### src/pkg/rar_pkg.sv
// Constants and types for the I2C alias remap block.
// Assumes APB with 32-bit data and one register per aligned word.
package rar_pkg;
    localparam int RAR_ADDR_W = 7;
    localparam int RAR_PADDR_W = 8;
    localparam int RAR_NUM_ALIAS = 2;
    localparam int RAR_NUM_PHYS = 3;
    // Register indices; byte address is four times the index
    localparam logic [5:0] RAR_IDX_PHYS5 = 6'h0D;
    localparam logic [5:0] RAR_IDX_PHYS6 = 6'h0E;
    localparam logic [5:0] RAR_IDX_PHYS7 = 6'h0F;
    localparam logic [5:0] RAR_IDX_ALIAS0 = 6'h10;
    localparam logic [5:0] RAR_IDX_ALIAS1 = 6'h11;
    localparam logic [7:0] RAR_SLOT_RESET = 8'h00;
    localparam int RAR_FIELD_LSB = 1;
    localparam int RAR_FIELD_MSB = 7;

    typedef logic [RAR_ADDR_W-1:0] rar_addr_t;

    typedef struct packed {
        logic hit;
        rar_addr_t addr;
    } rar_fwd_s;

    typedef struct packed {
        rar_addr_t slot7;
        rar_addr_t slot6;
        rar_addr_t slot5;
    } rar_phys_s;
endpackage : rar_pkg

### src/rtl/rar_alias_match.sv
// Alias comparator: finds the alias slot equal to a local address.
// Assumes slot values stable in the cycle they are compared.
`timescale 1ns/1ps
module rar_alias_match #(
    parameter int NUM = 2
) (
    input wire rar_pkg::rar_addr_t alias_addr [NUM],
    input wire rar_pkg::rar_addr_t phys_addr [NUM],
    input wire rar_pkg::rar_addr_t local_addr,
    output rar_pkg::rar_fwd_s result
);
    import rar_pkg::*;

    logic [NUM-1:0] hit_vec;

    // Refuse an empty slot set
    if (NUM < 1) begin : g_bad_num
        $error("NUM must be at least 1");
    end

    generate
        for (genvar i = 0; i < NUM; i++) begin : g_cmp
            // Zero alias disables the slot
            assign hit_vec[i] = (alias_addr[i] != '0) && (alias_addr[i] == local_addr);
        end
    endgenerate

    // Lowest slot wins when two aliases are equal
    always_comb begin
        result = '0;
        for (int i = NUM - 1; i >= 0; i--) begin
            if (hit_vec[i]) begin
                result.hit = 1'b1;
                result.addr = phys_addr[i];
            end
        end
    end
endmodule : rar_alias_match

### src/rtl/rar_remap.sv
// Alias remap registers with APB slave and registered address translation.
// Assumes lookup requests and slot 0/1 physical addresses come from
// logic on the same clock; those physical slots live elsewhere in the map.
//
// Behaviour
// Physical slots hold R/W 7-bit address, bits 7:1
// Alias match substitutes same-slot physical address
// Alias slots hold R/W 7-bit address, bits 7:1
// Zero alias never matches
// All slot registers reset to zero
// Slots at indices 0xD-0xF, 0x10, 0x11
// Bit 0 reads zero, writes ignored
//
// Chosen here: the APB slave port.
`timescale 1ns/1ps
module rar_remap (
    input wire logic clock,
    input wire logic reset,
    input wire logic psel,
    input wire logic penable,
    input wire logic pwrite,
    input wire logic [rar_pkg::RAR_PADDR_W-1:0] paddr,
    input wire logic [31:0] pwdata,
    input wire logic [3:0] pstrb,
    output logic [31:0] prdata,
    output logic pready,
    output logic pslverr,
    input wire logic lookup_valid,
    input wire rar_pkg::rar_addr_t lookup_addr,
    input wire rar_pkg::rar_addr_t phys_addr_slot0,
    input wire rar_pkg::rar_addr_t phys_addr_slot1,
    output logic fwd_valid,
    output rar_pkg::rar_fwd_s fwd,
    output rar_pkg::rar_phys_s phys_upper
);
    import rar_pkg::*;

    rar_addr_t phys_addr_field_5;
    rar_addr_t phys_addr_field_6;
    rar_addr_t phys_addr_field_7;
    rar_addr_t alias_field_0;
    rar_addr_t alias_field_1;
    rar_addr_t alias_vec [RAR_NUM_ALIAS];
    rar_addr_t phys_vec [RAR_NUM_ALIAS];
    rar_fwd_s next_fwd;
    logic [5:0] idx;
    logic setup;
    logic wr_take;
    logic [31:0] next_rdata;
    logic next_err;

    function automatic logic idx_mapped(input logic [5:0] i, input logic [1:0] lo);
        idx_mapped = (lo == 2'h0) && (i >= RAR_IDX_PHYS5) && (i <= RAR_IDX_ALIAS1);
    endfunction : idx_mapped

    function automatic logic [7:0] slot_byte(input rar_addr_t f);
        slot_byte = {f, 1'b0};
    endfunction : slot_byte

    assign idx = paddr[7:2];
    assign setup = psel && !penable;
    assign wr_take = psel && penable && pready && pwrite && pstrb[0]
        && idx_mapped(idx, paddr[1:0]);

    always_comb begin
        next_rdata = '0;
        next_err = !idx_mapped(idx, paddr[1:0]);
        unique case (idx)
            RAR_IDX_PHYS5: next_rdata[7:0] = slot_byte(phys_addr_field_5);
            RAR_IDX_PHYS6: next_rdata[7:0] = slot_byte(phys_addr_field_6);
            RAR_IDX_PHYS7: next_rdata[7:0] = slot_byte(phys_addr_field_7);
            RAR_IDX_ALIAS0: next_rdata[7:0] = slot_byte(alias_field_0);
            RAR_IDX_ALIAS1: next_rdata[7:0] = slot_byte(alias_field_1);
            default: next_rdata = '0;
        endcase
        if (next_err) begin
            next_rdata = '0;
        end
    end

    // Answer one cycle after setup: pready high in the first access cycle
    always_ff @(posedge clock) begin
        if (reset) begin
            pready <= 1'b0;
            pslverr <= 1'b0;
            prdata <= '0;
        end else begin
            pready <= setup;
            pslverr <= setup && next_err;
            prdata <= (setup && !pwrite) ? next_rdata : 32'h0000_0000;
        end
    end

    // Slot storage; bit 0 of write data is dropped
    always_ff @(posedge clock) begin
        if (reset) begin
            phys_addr_field_5 <= RAR_SLOT_RESET[RAR_FIELD_MSB:RAR_FIELD_LSB];
            phys_addr_field_6 <= RAR_SLOT_RESET[RAR_FIELD_MSB:RAR_FIELD_LSB];
            phys_addr_field_7 <= RAR_SLOT_RESET[RAR_FIELD_MSB:RAR_FIELD_LSB];
            alias_field_0 <= RAR_SLOT_RESET[RAR_FIELD_MSB:RAR_FIELD_LSB];
            alias_field_1 <= RAR_SLOT_RESET[RAR_FIELD_MSB:RAR_FIELD_LSB];
        end else if (wr_take) begin
            unique case (idx)
                RAR_IDX_PHYS5: phys_addr_field_5 <= pwdata[RAR_FIELD_MSB:RAR_FIELD_LSB];
                RAR_IDX_PHYS6: phys_addr_field_6 <= pwdata[RAR_FIELD_MSB:RAR_FIELD_LSB];
                RAR_IDX_PHYS7: phys_addr_field_7 <= pwdata[RAR_FIELD_MSB:RAR_FIELD_LSB];
                RAR_IDX_ALIAS0: alias_field_0 <= pwdata[RAR_FIELD_MSB:RAR_FIELD_LSB];
                RAR_IDX_ALIAS1: alias_field_1 <= pwdata[RAR_FIELD_MSB:RAR_FIELD_LSB];
                default: alias_field_1 <= alias_field_1;
            endcase
        end
    end

    assign alias_vec[0] = alias_field_0;
    assign alias_vec[1] = alias_field_1;
    assign phys_vec[0] = phys_addr_slot0;
    assign phys_vec[1] = phys_addr_slot1;

    rar_alias_match #(
        .NUM(RAR_NUM_ALIAS)
    ) u_match (
        .alias_addr(alias_vec),
        .phys_addr(phys_vec),
        .local_addr(lookup_addr),
        .result(next_fwd)
    );

    // Registered translation; a miss passes the local address unchanged
    always_ff @(posedge clock) begin
        if (reset) begin
            fwd_valid <= 1'b0;
            fwd <= '0;
        end else begin
            fwd_valid <= lookup_valid;
            fwd.hit <= lookup_valid && next_fwd.hit;
            fwd.addr <= next_fwd.hit ? next_fwd.addr : lookup_addr;
        end
    end

    always_ff @(posedge clock) begin
        if (reset) begin
            phys_upper <= '0;
        end else begin
            phys_upper <= '{slot7: phys_addr_field_7, slot6: phys_addr_field_6,
                slot5: phys_addr_field_5};
        end
    end

    property p_phys_write;
        @(posedge clock) disable iff (reset)
        (wr_take && idx == RAR_IDX_PHYS6) |=> (phys_addr_field_6 == $past(pwdata[7:1]));
    endproperty
    a_phys_write: assert property (p_phys_write) else $error("phys slot write lost");

    property p_remap;
        @(posedge clock) disable iff (reset)
        (lookup_valid && alias_field_1 != '0 && lookup_addr == alias_field_1
            && alias_field_0 != lookup_addr)
        |=> (fwd.hit && fwd_valid && fwd.addr == $past(phys_addr_slot1));
    endproperty
    a_remap: assert property (p_remap) else $error("alias not remapped");

    property p_alias_readback;
        @(posedge clock) disable iff (reset)
        (wr_take && idx == RAR_IDX_ALIAS0) ##1 (setup && !pwrite && idx == RAR_IDX_ALIAS0
            && !wr_take) |=> (prdata[7:1] == $past(pwdata[7:1], 2));
    endproperty
    a_alias_readback: assert property (p_alias_readback) else $error("alias readback");

    property p_zero_alias;
        @(posedge clock) disable iff (reset)
        (lookup_valid && lookup_addr == '0) |=> !fwd.hit;
    endproperty
    a_zero_alias: assert property (p_zero_alias) else $error("zero alias matched");

    property p_reset_zero;
        @(posedge clock) $past(reset) |-> (alias_field_0 == '0 && alias_field_1 == '0
            && phys_addr_field_5 == '0 && phys_addr_field_7 == '0);
    endproperty
    a_reset_zero: assert property (p_reset_zero) else $error("slot not reset");

    property p_unmapped;
        @(posedge clock) disable iff (reset)
        (setup && (idx < RAR_IDX_PHYS5 || idx > RAR_IDX_ALIAS1)) |=> (pready && pslverr);
    endproperty
    a_unmapped: assert property (p_unmapped) else $error("unmapped not flagged");

    property p_bit0_zero;
        @(posedge clock) disable iff (reset)
        pready |-> (prdata[0] == 1'b0);
    endproperty
    a_bit0_zero: assert property (p_bit0_zero) else $error("bit 0 nonzero");

    c_hit: cover property (@(posedge clock) disable iff (reset) fwd_valid && fwd.hit);
    c_write: cover property (@(posedge clock) disable iff (reset) wr_take);
    c_err: cover property (@(posedge clock) disable iff (reset) pready && pslverr);
endmodule : rar_remap

### config.mk
export PLATFORM = sky130hd
export DESIGN_NAME = rar_remap
export DESIGN_NICKNAME = d
export VERILOG_FILES = /design/src/pkg/rar_pkg.sv /design/src/rtl/rar_alias_match.sv /design/src/rtl/rar_remap.sv
export SDC_FILE = /design/constraint.sdc
export NUM_CORES = 1
export LEC_CHECK = 0
export BUFFER_PORTS_ARGS = -buffer_cell sky130_fd_sc_hd__buf_4
export CAP_MARGIN = 10
export CELL_PAD_IN_SITES_DETAIL_PLACEMENT = 1
export CELL_PAD_IN_SITES_GLOBAL_PLACEMENT = 2
export CORE_ASPECT_RATIO = 0.5
export CORE_MARGIN = 1.5
export CORE_UTILIZATION = 30
export DETAILED_ROUTE_END_ITERATION = 6
export PLACE_DENSITY_LB_ADDON = 0.1
export SYNTH_ARGS = -nofsm -noshare
export SYNTH_HDL_FRONTEND = slang
export SYNTH_SLANG_ARGS = --single-unit
### constraint.sdc
create_clock -name clock -period 4.15 [get_ports clock]
set_clock_uncertainty 0.05 [all_clocks]
set_input_delay 0.2075 -clock clock [delete_from_list [all_inputs] [get_ports clock]]
set_output_delay 0.2075 -clock clock [all_outputs]
set_load 0.01 [all_outputs]
==> flow_summary.toml <==
[run_status]
status = "finished, final reports clean"

[clock_tree]
cts-resized-gates = 0
cts.htree.levels = 3
cts.sinks = 74
clkTransAtPathRegs_ps = 60
clockBufferDepth = 2
post-cts-setup-buffer-count = 0
holdBufCountCts = 0
cts_root_buf = "clkbuf_16"
cts_made_buffers = 9
cts_tree = "done"
clock_latency_ps = 340

[setup_path]
cp.required_ps = 4370
endpoint = "phys_addr_field_6[4]"
r2r_cells = 4
critPathLaunchType = "primary input"
reg2reg_slack_ps = 2030
max_stage_delay_ps = 740
path_cells = "buf_4 > o31ai_1 > and4_1 > and3_1 > mux2i_1"
crit_start = "paddr[3]"
path_max_fanout = 17
end_kind = "register"
cp.depth = 5
worst_path_max_delay_cell = "and4_1"
cp_top_family = "simple AND/OR/NAND/NOR gates"
worstSetupPathType = "primary input to register"
reg2reg_from = "pready"
critPathBufInv = 1
r2r_end = "phys_addr_field_6[4]"
cp.arrival_ps = 2370

[detailed_routing]
totalWireLength_um = 9715
drtIter0Drc = 153
post_drt_via_cell_ratio = 4.947
ant_nets = 0
wl_per_cell_um = 17.60
vias = 2731
drc = 0
first_pass_iters = 4

[yosys]
avgSynthCellArea_um2 = 9.657
yosysMostFrequentCell = "dfxtp_1"
yosysTopAreaCell = "dfxtp_1"
synth_cells = 341
synth-seq-cells = 74
synth.distinct_cells = 39
synth_top_area_share_pct = 44.98
synth_area_um2 = 3293
synthTopCellsByCount = "dfxtp_1 (74), buf_4 (28), nand2b_1 (28)"
yosys_warnings = 0
ys.flop_type = "dfxtp_1"
ys_seq_area_share_pct = 44.98
ys_top_cells_by_area = "dfxtp_1 (45%), buf_4 (6.4%), mux2i_1 (6.4%), nand2b_1 (5.3%), o31ai_1 (5.0%)"
synth_edf_count = 0
synthArstFlopShare_pct = 0

[pwr]
vdd_drop_max_mv = 0.1731
p_leak_uw = 0.001740
power.density_nw_per_um2 = 396.2

[cells_and_area]
antennaDiodeCount = 0
fin_cells = 552
syn2layout_area_growth_pct = 27.20
finish.net_count = 479
drive_gt1_share_pct = 24.27

[sta]
slew_headroom_pct = 33.70
post-route-period-util_pct = 51.88
tns_ps = 0
grt_setup_unrepaired = "no"
max_freq_mhz = 464.4
layout_setup_ws_ps = 1997
fin_crit_ps = 2153
tightestPinTransition_ps = 987.9
finalSetupViolCount = 0
maxSlewViolCount = 0
hold_violations = 0

[job]
cap_violations = 0

[grt]
grt_first_pass_wirelength_um = 14810
grt_pass1_vias = 2729
antenna_found_initial = 0
gr-total-overflow = 0
grt_max_degree = 52
grtUsageTotal_pct = 17.02

[placed_design]
post-place-ws_ps = 1666
dpl.hpwl_um = 7092
dp_cells = 537
routabilityCongestion = 0.7718
port_buffers = 81

[floorplanning]
die_w_um = 151.2
initial_core_util_pct = 31.54
io_pins = 135
rows = 26
core_um2 = 10440
fp.dieH_um = 77.09
die-area_um2 = 11650

[hold_path]
hold_path.class = "primary input to register"
[layer usage]
layer	share of wire, %	GRT usage (%)
met1	48	23.01
met2	43	25.53
met3	7.7	4.762
met4	1.4	6.505
met5	0	0
[per-stage QoR]
stage               area (um2)  util [%]  hold slack (ps)  power, uW
global route              4189     40.12            101.4       1726
global placement          3871     37.07            409.2      836.9
CTS                       4189     40.12            66.23       1686
detailed placement        3871     37.07            412.5      839.1
finish                    4189     40.12            82.29       1660
floorplan                 3383         -            237.3      797.9
[layout by cell type (no fill, tap or decap), types with 3 or more instances in the layout]
cell       count
a2111oi_0      7
a21oi_1       22
a222oi_1       7
a22oi_1        7
a311oi_1       7
and3_1         6
buf_4         81
clkbuf_16      9
conb_1        25
dfxtp_1       74
inv_1         22
mux2i_1       21
nand2_1        3
nand2b_1      28
nand3_1        3
nand4_1       24
nor3_1         3
o31ai_1       22
xnor2_1       13
[worst min path at each step]
stage	start	endpoint	slack [ps]	depth (start not counted)
after detailed placement	phys_addr_field_6[6]	phys_upper[13]	410	2
after CTS	lookup_valid	fwd_valid	70	2
final	lookup_valid	fwd_valid	80	2
after floorplan	reset	fwd_valid	240	1
after global placement	phys_addr_field_6[5]	phys_upper[12]	410	2
after global routing	pwdata[4]	alias_field_0[3]	100	3
[power breakdown]
group | total (uW) | leakage [uW] | internal [uW] | switching, uW
Sequential | 717 | 0.000598 | 715 | 1.35
Clock | 836 | 0.000148 | 525 | 311
Combinational | 107 | 0.000994 | 47.8 | 59.4
[flip-flops by register name, indices dropped and copies added (netlist names), 7 cells and up]
register / cells
alias_field_0: 7
prdata: 7
phys_addr_field_6: 7
phys_addr_field_7: 7
phys_upper: 21
fwd: 8
phys_addr_field_5: 7
alias_field_1: 7
[final cells by class]
| class | count | area [um2] |
|---|---|---|
| Sequential cell | 74 | 1481 |
| Clock buffer | 9 | 225.2 |
| Timing Repair Buffer | 81 | 608.1 |
| Inverter | 22 | 82.58 |
| Tap cell | 140 | 175.2 |
| Fill cell | 1192 | 6254 |
| Clock inverter | 6 | 92.59 |
| Multi-Input combinational cell | 220 | 1524 |
[cell families after synthesis]
group                  count (synthesis)  synth area share, %
other                                  1               0.1139
AO/OA/AOI/OAI                         78                17.25
AND/OR/NAND/NOR                       83                16.34
flip-flops                            74                44.98
multiplexers                          21                6.383
XOR/XNOR                              13                3.457
buffers and inverters                 71                11.47
Power figures use the tool's default switching activity.
